**src/pkg/spc_pkg.sv**
```systemverilog
// Constants shared by the sprite channel design.
package spc_pkg;
    // ------------------------------------------------------------
    // Register offsets
    // ------------------------------------------------------------
    localparam logic [8:0] OFS_POS    = 9'h140;
    localparam logic [8:0] OFS_CTL    = 9'h142;
    localparam logic [8:0] OFS_BUF_LO = 9'h144;
    localparam logic [8:0] OFS_BUF_HI = 9'h146;
    localparam logic [8:0] OFS_CFG    = 9'h148;
    localparam logic [8:0] OFS_STATUS = 9'h14A;
    // ------------------------------------------------------------
    // Control and position word fields
    // ------------------------------------------------------------
    localparam int CTL_VSTOP_LSB  = 8;
    localparam int CTL_ATTACH     = 7;
    localparam int CTL_VSTART_B10 = 6;
    localparam int CTL_VSTOP_B10  = 5;
    localparam int CTL_H70        = 4;
    localparam int CTL_H35        = 3;
    localparam int CTL_VSTART_B9  = 2;
    localparam int CTL_VSTOP_B9   = 1;
    localparam int CTL_H140       = 0;
    localparam int POS_VSTART_LSB = 8;
    // ------------------------------------------------------------
    // Configuration word fields
    // ------------------------------------------------------------
    localparam int CFG_RES_LSB   = 0;
    localparam int CFG_WIDTH_LSB = 2;
    localparam int CFG_SCAN2     = 4;
    localparam int CFG_BANK_LSB  = 8;
    localparam logic [1:0] RES_LEGACY = 2'h0;
    localparam logic [1:0] RES_140    = 2'h1;
    localparam logic [1:0] RES_70     = 2'h2;
    localparam logic [1:0] RES_35     = 2'h3;
    localparam logic [1:0] WID_16     = 2'h0;
    localparam logic [1:0] WID_32     = 2'h1;
    // ------------------------------------------------------------
    // Reset values and timing
    // ------------------------------------------------------------
    localparam logic [15:0] RST_WORD = 16'h0000;
    localparam logic [63:0] RST_BUF  = 64'h0000_0000_0000_0000;
    localparam int STEP_NS   = 35;
    localparam int PIX140_NS = 140;
    localparam int PIX70_NS  = 70;
    localparam logic [2:0] TICKS_140 = 3'(PIX140_NS / STEP_NS);
    localparam logic [2:0] TICKS_70  = 3'(PIX70_NS / STEP_NS);
    localparam logic [2:0] TICKS_35  = 3'(STEP_NS / STEP_NS);
endpackage

```
**src/design/spc_channel.sv**
```systemverilog
// One hardware sprite channel: registers, arming, coincidence, shifter.
//
// Summary of operation
// - Control word bits 15..8 give the low eight vertical stop bits.
// - Control bit 7 attaches an odd sprite to its even partner.
// - Control bit 6 is vertical start bit ten, bit 5 stop bit ten.
// - Control bits 4, 3, 0 add 70, 35 and 140 ns start steps.
// - Control bit 2 is vertical start bit nine, bit 1 stop bit nine.
// - Position and control words accept writes at any time.
// - A control word write disarms the sprite.
// - A write to the low image buffer arms the sprite.
// - At coincidence buffers load shifters, shifted out MSB first.
// - Armed sprite starts when beam equals horizontal start.
// - Legacy pixel is one bitplane pixel lores, two otherwise.
// - Low buffer gives colour LSB, high buffer the weight-2 bit; when attached, weights 4 and 8.
// - Four pixel resolutions: legacy, 140, 70 and 35 ns.
// - Sprite width is 16, 32 or 64 pixels per line.
// - Attachment works in every resolution, 35 ns included.
// - Colour index sits in a selectable 16-entry bank of 256.
// - Position word gives vertical start low bits and start 10..3.
// - Scan-double option drops start bit 10 from the match.
`timescale 1ns/1ps
module spc_channel
    import spc_pkg::*;
#(
    parameter bit IS_ODD = 1'b1,
    parameter int MAX_W  = 64
) (
    input  wire logic        clock_in,
    input  wire logic        reset_n_in,
    input  wire logic [8:0]  addr_in,
    input  wire logic [15:0] wdata_in,
    input  wire logic        wr_in,
    input  wire logic        rd_in,
    output logic      [15:0] rdata_out,
    input  wire logic [10:0] hpos_in,
    input  wire logic [10:0] vpos_in,
    input  wire logic        tick_in,
    input  wire logic        high_resolution_mode_in,
    input  wire logic        super_high_resolution_mode_in,
    input  wire logic [1:0]  partner_pair_in,
    output logic      [1:0]  pixel_pair_out,
    output logic      [7:0]  pixel_index_out,
    output logic             pixel_valid_out,
    output logic             attach_out,
    output logic             scan_double_out
);
    // ------------------------------------------------------------
    // Types and storage
    // ------------------------------------------------------------
    typedef enum logic [2:0] {
        ST_IDLE  = 3'b001,
        ST_ARMED = 3'b010,
        ST_SHIFT = 3'b100
    } spc_state_t;

    spc_state_t       state;
    spc_state_t       next_state;
    logic [15:0]      pos;
    logic [15:0]      ctl;
    logic [15:0]      cfg;
    logic [MAX_W-1:0] buf_lo;
    logic [MAX_W-1:0] buf_hi;
    logic [MAX_W-1:0] shift_lo;
    logic [MAX_W-1:0] shift_hi;
    logic [2:0]       sub_cnt;
    logic [6:0]       pix_left;

    function automatic logic hit(input logic [8:0] a,
                                 input logic [8:0] ofs);
        hit = (a == ofs);
    endfunction

    // ------------------------------------------------------------
    // Decoding
    // ------------------------------------------------------------
    wire        wr_pos = wr_in && hit(addr_in, OFS_POS);
    wire        wr_ctl = wr_in && hit(addr_in, OFS_CTL);
    wire        wr_lo  = wr_in && hit(addr_in, OFS_BUF_LO);
    wire        wr_hi  = wr_in && hit(addr_in, OFS_BUF_HI);
    wire        wr_cfg = wr_in && hit(addr_in, OFS_CFG);
    wire [10:0] vstart = {1'b0, ctl[CTL_VSTART_B10],
                          ctl[CTL_VSTART_B9],
                          pos[POS_VSTART_LSB +: 8]};
    wire [10:0] vstop  = {1'b0, ctl[CTL_VSTOP_B10],
                          ctl[CTL_VSTOP_B9],
                          ctl[CTL_VSTOP_LSB +: 8]};
    wire [10:0] hstart = {pos[7:0], ctl[CTL_H140],
                          ctl[CTL_H70], ctl[CTL_H35]};
    wire        scan2  = cfg[CFG_SCAN2];
    wire        h_low  = (hpos_in[9:0] == hstart[9:0]);
    wire        h_top  = (hpos_in[10] == hstart[10]);
    wire        h_match = h_low && (scan2 || h_top);
    wire        in_lines = (vpos_in >= vstart)
                        && (vpos_in < vstop);
    wire        attached = IS_ODD && ctl[CTL_ATTACH];
    wire [1:0]  res_sel = cfg[CFG_RES_LSB +: 2];
    wire [1:0]  wid_sel = cfg[CFG_WIDTH_LSB +: 2];
    wire [3:0]  bank    = cfg[CFG_BANK_LSB +: 4];
    wire        start   = (state == ST_ARMED) && tick_in
                        && h_match && in_lines;

    // Pixel length in 35 ns steps.
    logic [2:0] pix_ticks;
    always_comb begin
        unique case (res_sel)
            RES_LEGACY: pix_ticks = super_high_resolution_mode_in
                                    ? TICKS_70 : TICKS_140;
            RES_140:    pix_ticks = TICKS_140;
            RES_70:     pix_ticks = TICKS_70;
            RES_35:     pix_ticks = TICKS_35;
        endcase
    end

    // Line width in pixels; the newest words sit at the bottom.
    logic [6:0] width_px;
    always_comb begin
        unique case (wid_sel)
            WID_16:  width_px = 7'd16;
            WID_32:  width_px = 7'd32;
            default: width_px = 7'(MAX_W);
        endcase
    end
    wire [6:0]       align   = 7'(MAX_W) - width_px;
    wire [MAX_W-1:0] load_lo = buf_lo << align;
    wire [MAX_W-1:0] load_hi = buf_hi << align;
    wire             last_sub = (sub_cnt == pix_ticks - 3'd1);
    wire             step     = (state == ST_SHIFT) && tick_in && last_sub;
    wire [1:0]       pair_now = {shift_hi[MAX_W-1],
                                 shift_lo[MAX_W-1]};
    wire [3:0]       col_now  = attached ? {pair_now, partner_pair_in}
                                         : {2'b00, pair_now};
    wire             showing  = (state == ST_SHIFT);
    wire [2:0]       st_bits  = state;
    wire [15:0]      rd_mux   = hit(addr_in, OFS_CFG) ? cfg
                              : hit(addr_in, OFS_STATUS)
                                ? {12'h000, attached, st_bits}
                              : 16'h0000;

    // ------------------------------------------------------------
    // Arming state machine
    // ------------------------------------------------------------
    always_comb begin
        next_state = state;
        unique case (state)
            ST_IDLE:  if (wr_lo) begin
                next_state = ST_ARMED;
            end
            ST_ARMED: if (start) begin
                next_state = ST_SHIFT;
            end
            ST_SHIFT: if (step && pix_left == 7'd1) begin
                next_state = ST_ARMED;
            end
            default:  next_state = ST_IDLE;
        endcase
        if (wr_ctl) begin
            next_state = ST_IDLE;
        end
    end

    always_ff @(posedge clock_in) begin
        if (!reset_n_in) begin
            state <= ST_IDLE;
        end else begin
            state <= next_state;
        end
    end

    // ------------------------------------------------------------
    // Registers
    // ------------------------------------------------------------
    always_ff @(posedge clock_in) begin
        if (!reset_n_in) begin
            pos    <= RST_WORD;
            ctl    <= RST_WORD;
            cfg    <= RST_WORD;
            buf_lo <= RST_BUF;
            buf_hi <= RST_BUF;
        end else begin
            if (wr_pos) begin
                pos <= wdata_in;
            end
            if (wr_ctl) begin
                ctl <= wdata_in;
            end
            if (wr_cfg) begin
                cfg <= wdata_in;
            end
            if (wr_lo) begin
                buf_lo <= {buf_lo[MAX_W-17:0], wdata_in};
            end
            if (wr_hi) begin
                buf_hi <= {buf_hi[MAX_W-17:0], wdata_in};
            end
        end
    end

    // ------------------------------------------------------------
    // Shifter
    // ------------------------------------------------------------
    always_ff @(posedge clock_in) begin
        if (!reset_n_in) begin
            shift_lo <= RST_BUF;
            shift_hi <= RST_BUF;
            sub_cnt  <= 3'd0;
            pix_left <= 7'd0;
        end else if (start) begin
            shift_lo <= load_lo;
            shift_hi <= load_hi;
            sub_cnt  <= 3'd0;
            pix_left <= width_px;
        end else if (showing && tick_in) begin
            sub_cnt <= last_sub ? 3'd0 : sub_cnt + 3'd1;
            if (last_sub) begin
                shift_lo <= shift_lo << 1;
                shift_hi <= shift_hi << 1;
                pix_left <= pix_left - 7'd1;
            end
        end
    end

    // ------------------------------------------------------------
    // Outputs
    // ------------------------------------------------------------
    always_ff @(posedge clock_in) begin
        if (!reset_n_in) begin
            pixel_pair_out  <= 2'b00;
            pixel_index_out <= 8'h00;
            pixel_valid_out <= 1'b0;
            attach_out      <= 1'b0;
            scan_double_out <= 1'b0;
            rdata_out       <= 16'h0000;
        end else begin
            pixel_pair_out  <= showing ? pair_now : 2'b00;
            pixel_index_out <= {bank, col_now};
            pixel_valid_out <= showing && (col_now != 4'h0);
            attach_out      <= attached;
            scan_double_out <= scan2 && hstart[10];
            rdata_out       <= rd_in ? rd_mux : 16'h0000;
        end
    end
endmodule

```
**config.mk**
```make
export PLATFORM = sky130hd
export DESIGN_NAME = spc_channel
export DESIGN_NICKNAME = d
export VERILOG_FILES = /design/src/pkg/spc_pkg.sv /design/src/design/spc_channel.sv
export SDC_FILE = /design/constraint.sdc
export NUM_CORES = 1
export LEC_CHECK = 0
export ABC_AREA = 1
export BUFFER_PORTS_ARGS = -buffer_cell sky130_fd_sc_hd__buf_2
export CAP_MARGIN = 20
export CELL_PAD_IN_SITES_DETAIL_PLACEMENT = 0
export CELL_PAD_IN_SITES_GLOBAL_PLACEMENT = 1
export CORE_ASPECT_RATIO = 1.25
export CORE_MARGIN = 2
export CORE_UTILIZATION = 41
export CTS_BUF_LIST = sky130_fd_sc_hd__clkbuf_8
export DETAILED_ROUTE_END_ITERATION = 8
export GPL_TIMING_DRIVEN = 0
export PLACE_DENSITY = 0.78
export SYNTH_ARGS = -nofsm -noshare
export SYNTH_HDL_FRONTEND = slang
export SYNTH_SLANG_ARGS = --single-unit
```
**constraint.sdc**
```tcl
create_clock -name clock_in -period 2.2 [get_ports clock_in]
set_input_delay 0 -clock clock_in [delete_from_list [all_inputs] [get_ports clock_in]]
set_output_delay 0 -clock clock_in [all_outputs]
set_load 0.005 [all_outputs]
```
After elaboration in Yosys (flattened, before gate mapping)
Cells that the tools add are included.
{"block": "totals", "ff_bits": 346, "input_bits": 56, "output_inout_bits": 29, "elab_cells": 92}
{"block": "classes", "addsub": 4, "order_cmp": 2, "n_eq_ne": 20, "shift": 2, "mux": 20, "bitwise": 1, "n_reduce_logical": 27}
{"operator": "two-way mux 64 bit", "n": 6}
{"operator": "<< shifter 64 x 7 -> 64 bit", "n": 2}
{"operator": "== test 9 bit, second input constant", "n": 6}
{"operator": "two-way mux 7 bit", "n": 3}
{"operator": "two-way mux 16 bit", "n": 1}
{"operator": "logical AND 1 bit", "n": 15}
{"operator": "two-way mux 3 bit", "n": 5}
{"operator": "case mux 7 bit (2 select lines)", "n": 1}
{"operator": "case mux 3 bit (4 select lines)", "n": 1}
{"operator": "greater-or-equal comparator 11 x 10 -> 1 bit", "n": 1}
{"operator": "< comparator 11 x 10 -> 1 bit", "n": 1}
{"operator": "== test 10 bit", "n": 1}
{"operator": "case mux 3 bit (3 select lines)", "n": 1}
{"operator": "two-way mux 4 bit", "n": 2}
{"operator": "== test 7 x 1 -> 1 bit, second input constant", "n": 1}
{"operator": "subtractor 7 x 1 -> 7 bit, second input constant", "n": 1}
{"operator": "subtractor 7 bit, first input constant", "n": 1}
{"operator": "AND reduction 2 bit", "n": 3}
{"operator": "== test 2 x 1 -> 1 bit, second input constant", "n": 2}
{"operator": "== test 2 bit, second input constant", "n": 2}
{"operator": "zero test 2 bit", "n": 2}
{"operator": "!= test 2 bit, second input constant", "n": 2}
{"operator": "nonzero test 2 bit", "n": 2}
{"operator": "nonzero test 4 bit", "n": 1}
{"operator": "12 further kinds", "n": 13}

Logic depth before layout (Yosys ltp)
{"block": "depth", "ltp_word": 8, "mapped_depth": 16, "ltp_nobuf": 14}

Worst setup path after synthesis
No wires, ideal clock.
{"block": "synth_path", "path_type": "register to register", "from": "reg cfg[2]", "to": "reg shift_lo[48]", "setup_time_ps": 70, "arrival_ps": 2392, "t_required_ps": 2130, "slack_ps": -262, "path_stages_with_launch": 12, "n_path_buf": 5, "period_less_slack_ps": 2462, "path_cell_list": "dfxtp_1 -> nor2_1 -> inv_1 -> clkbuf_1 -> clkbuf_1 -> ha_1 -> buf_2 -> buf_2 -> buf_1 -> mux2i_1 -> o21ai_0 -> a21oi_1"}
{"block": "synth_via", "elab_chain_cells": 5, "elab_cells_between_ends": 6, "cone_classes": "1 x add/sub; 1 x eq/ne; 1 x shift; 2 x mux; 1 x reduce/logical"}
{"element": "start, declared", "line": "spc_channel.sv:61", "rtl": "logic [15:0] cfg;"}
{"element": "start signal, assigned", "line": "spc_channel.sv:188", "rtl": "cfg <= wdata_in;"}
{"element": "== test 2 x 1 -> 1 bit or zero test 2 bit (tied branches)", "line": "spc_channel.sv:118", "rtl": "unique case (wid_sel)"}
{"element": "case mux 7 bit (2 select lines) *", "line": "spc_channel.sv:118"}
{"element": "subtractor 7 bit *", "line": "spc_channel.sv:124", "rtl": "wire [6:0] align = 7'(MAX_W) - width_px;"}
{"element": "<< shifter 64 x 7 -> 64 bit *", "line": "spc_channel.sv:125", "rtl": "wire [MAX_W-1:0] load_lo = buf_lo << align;"}
{"element": "two-way mux 64 bit *", "line": "spc_channel.sv:208", "rtl": "end else if (start) begin"}
{"element": "end signal, assigned", "line": "spc_channel.sv:209", "rtl": "shift_lo <= load_lo;"}
{"element": "end signal, assigned", "line": "spc_channel.sv:216", "rtl": "shift_lo <= shift_lo << 1;"}
{"element": "end, declared", "line": "spc_channel.sv:64", "rtl": "logic [MAX_W-1:0] shift_lo;"}
Every way passes the cells marked *; elsewhere a longest branch is shown, timed or not.
A chain may end at the register's enable or synchronous reset.

Worst setup path after layout
{"block": "layout_path", "from": "reg cfg[2]", "to": "reg shift_lo[38]"}
Same word-level chain as after synthesis.

==> results.sh <==
export IMPL_worstSetupPathType="reg -> reg"
export IMPL_regArea_um2=6940
export IMPL_drt_drc_violations_left=0
export IMPL_synth_ff_type="dfxtp_1"
export IMPL_worstSetupStartpointType="flip-flop"
export IMPL_synth_top_area_share_pct=41.5
export IMPL_synth_nets=2575
export IMPL_ys_warn_count=0
export IMPL_ant_nets=0
export IMPL_synth_area_leaders="dfxtp_1 41%, nand2_1 11%, a21oi_1 10%"
export IMPL_crit_arrival_ps=2740
export IMPL_skew_ps=34.0
export IMPL_wl_mm=60.8
export IMPL_syn_inst=2495
export IMPL_cts_clk_slew_worst_paths_ps=60
export IMPL_grt_max_degree=15
export IMPL_ios=85
export IMPL_r2r_end="shift_lo[38]$_SDFFE_PN0P_"
export IMPL_wl_per_cell_um=18.5
export IMPL_cp_num_buf_inv=4
export IMPL_grt_pass1_wl_mm=91.3
export IMPL_powerDensity_nw_per_um2=619
export IMPL_worstMarginPinSlew_ps=904
export IMPL_seq_area_frac_synth_pct=41.5
export IMPL_core_area_um2=40100
export IMPL_period_share_pct=99.8
export IMPL_peakVddDrop_mv=0.475
export IMPL_routed_via_density=5.22
export IMPL_dr_first_iter_drc_count=1358
export IMPL_synth_compound_area_share_pct=20.1
export IMPL_p_leak_nw=8.80
export IMPL_cts_tree="yes"
export IMPL_finalNonFillerCells=3285
export IMPL_gp_congestion=0.923
export IMPL_numPortBuffers=83
export IMPL_cts_buffer_depth=3
export IMPL_hold_end="rdata_out[15]$_SDFF_PN0_"
export IMPL_critPathMaxFanout=10
export IMPL_synth_top_family_by_area="simple AND/OR/NAND/NOR gates"
export IMPL_min_period_ps=2190
export IMPL_grt_pass1_vias=16254
export IMPL_grt_remaining_overflow=0
export IMPL_cts_max_level=2
export IMPL_hpwl_mm=43.9
export IMPL_min_from="addr_in[8]"
export IMPL_rrSetupSlack_ps=5
export IMPL_start_util_pct=41.6
export IMPL_rr_worst_depth=10
export IMPL_finish_utilization_pct=51.5
export IMPL_drt_pre_antenna_iters=6
export IMPL_synth_top_cell_by_area="dfxtp_1"
export IMPL_fin_nets=2773
export IMPL_power_total_mw=12.8
export IMPL_drive_above_1_share_pct=15.0
export IMPL_drv_cap=0
export IMPL_grt_total_usage_pct=27.9
export IMPL_fillerInstances=4073
export IMPL_yosys_top_cells_count="509 x nand2_1, 346 x dfxtp_1, 345 x a21oi_1"
export IMPL_crit_chain="nor2_4, inv_6, clkbuf_16, ha_4, buf_12, buf_2, a21oi_1, a21oi_1, o21ai_0, a21oi_1"
export IMPL_syn_mean_instance_area_um2=6.70
export IMPL_row_count=82
export IMPL_yosys_cell_count_top_type="nand2_1"
export IMPL_cts_sinks=346
export IMPL_multi_input_area_um2=8480
export IMPL_synthesis_area_um2=16700
export IMPL_grt_setup_unrepaired="yes"
export IMPL_synth_edf_count=0
export IMPL_synth_xor_area_share_pct=0.734
export IMPL_finalSetupTns_ps=0
export IMPL_die_y_um=230
export IMPL_worst_path_max_delay_cell="dfxtp_2"
export IMPL_cts_buffers=57
export IMPL_ys_ff_latch=346
export IMPL_outcome="completed"
export IMPL_syn_to_final_growth_pct=23.7
export IMPL_timing_rr_start="cfg[2]$_SDFFE_PN0P_"
export IMPL_dp_cells=3124
export IMPL_synthDistinctLibCells=39
export IMPL_fp_dieW_um=185
export IMPL_clock_latency_ps=640
export IMPL_synthArstFlopShare_pct=0
export IMPL_maxSlewViolCount=0
export IMPL_diodes=0
export IMPL_cp_common_cell="a21oi_1"
export IMPL_fmax_ghz=0.456
export IMPL_synth_adder_area_share_pct=1.80
export IMPL_cp_top_family="compound AO/OA/AOI/OAI gates"
export IMPL_cp_required_ps=2740
export IMPL_setup_viol=0
export IMPL_slowest_delay_ps=330
export IMPL_vias=17133
export IMPL_final_hold_viol_count=0
export IMPL_hp_class="in -> reg"
export IMPL_dieArea_um2=42400
export IMPL_antenna_found_initial=0
export IMPL_end_kind="flip-flop"
export IMPL_synthMuxAreaShare_pct=1.74
export IMPL_holdWs_ps=49.5
export IMPL_relSlewSlack_pct=39.1
export IMPL_min_path_cells=5
export IMPL_root_buffer="clkbuf_8"
export IMPL_synth_simple_area_share_pct=23.4
==> power breakdown <==
part / switching (mW) / internal [mW] / leakage, nW
Sequential: 0.00576 / 6.27 / 2.79
Clock: 2.71 / 3.20 / 0.700
Combinational: 0.391 / 0.200 / 5.31
Total: 3.11 / 9.67 / 8.80
==> stage by stage <==
stage          instance area (µm²)  worst slack [ps]
2_1_floorplan                16700              4.03
3_3_place_gp                 17800             -1440
3_5_place_dp                 17800             -1430
4_1_cts                      19800             -10.7
5_1_grt                      20700             -56.8
6_report                     20700              5.33
==> timing repair <==
item	in CTS	in global routing
setup buffers	8	11
hold endpoints to repair	93	0
gates cloned	1	8
hold buffers	29	0
resized for setup	149	236
setup endpoints to repair	140	140
pin swaps	5	33
==> registers in the layout, summed over array words and instances, names as in the netlist <==
name	flops
pixel_valid_out	1
pos	16
sub_cnt	3
scan_double_out	1
buf_hi	64
pixel_pair_out	2
buf_lo	64
ctl	16
cfg	16
st_bits	3
shift_hi	64
shift_lo	64
attach_out	1
pix_left	7
rdata_out	16
pixel_index_out	8
==> area by class of cell <==
cell class / count / share of cell area, %
buffer: 179 / 5.56
clock buffer: 80 / 5.33
clock inverter: 25 / 0.485
inverter: 285 / 5.25
multi-input combinational: 1684 / 41.1
sequential: 346 / 33.6
tap: 546 / 3.31
timing repair buffer: 140 / 5.38
==> how the worst max path moves through the flow <==
| stage | start | endpoint | slack, ps | cells after the start |
|---|---|---|---|---|
| 4_1_cts | cfg[2]$_SDFFE_PN0P_ | shift_hi[56]$_SDFFE_PN0P_ | -10 | 10 |
| 2_1_floorplan | cfg[2]$_SDFFE_PN0P_ | shift_lo[48]$_SDFFE_PN0P_ | 4 | 11 |
| 5_1_grt | ctl[15]$_SDFFE_PN0P_ | shift_hi[0]$_SDFFE_PN0P_ | -60 | 13 |
| 3_5_place_dp | cfg[3]$_SDFFE_PN0P_ | shift_hi[48]$_SDFFE_PN0P_ | -1430 | 11 |
| 3_3_place_gp | cfg[3]$_SDFFE_PN0P_ | shift_hi[48]$_SDFFE_PN0P_ | -1440 | 11 |
| 6_report | cfg[2]$_SDFFE_PN0P_ | shift_lo[38]$_SDFFE_PN0P_ | 5 | 10 |
==> placed cells by master (no fill, tap or decap), types with 70 or more instances in the layout <==
cell and instances:
o21ai_0 263, buf_2 92, nor2_1 274, clkbuf_8 80
dfxtp_1 336, clkbuf_1 70, nand4_1 70, nand2_1 502
inv_1 289, a21oi_1 326
==> layer usage <==
| layer | up-vias | GRT usage, % | wire, µm |
|---|---|---|---|
| met5 | - | 0 | 0 |
| met4 | 0 | 13.0 | 3220 |
| met3 | 146 | 3.99 | 3410 |
| met2 | 537 | 48.0 | 29100 |
| met1 | 7959 | 34.3 | 25100 |
| li1 | 8491 | - | - |
==> cells by family (layout without fill, tap and decap cells) <==
kind of cell	after synthesis	in the layout
buffers and inverters	465	709
AND/OR/NAND/NOR	951	951
XOR/XNOR	14	14
flip-flops	346	346
multiplexers	29	29
AO/OA/AOI/OAI	666	666
adder cells (fa/ha/maj)	24	24
==> worst reg2reg max path, cell delays in order, from the launching register on <==
cell,delay (ps)
dfxtp_2,330
nor2_4,180
inv_6,50
clkbuf_16,170
ha_4,330
buf_12,150
buf_2,260
a21oi_1,70
a21oi_1,260
o21ai_0,160
a21oi_1,140
No activity file was read; power rests on OpenSTA's default activity.
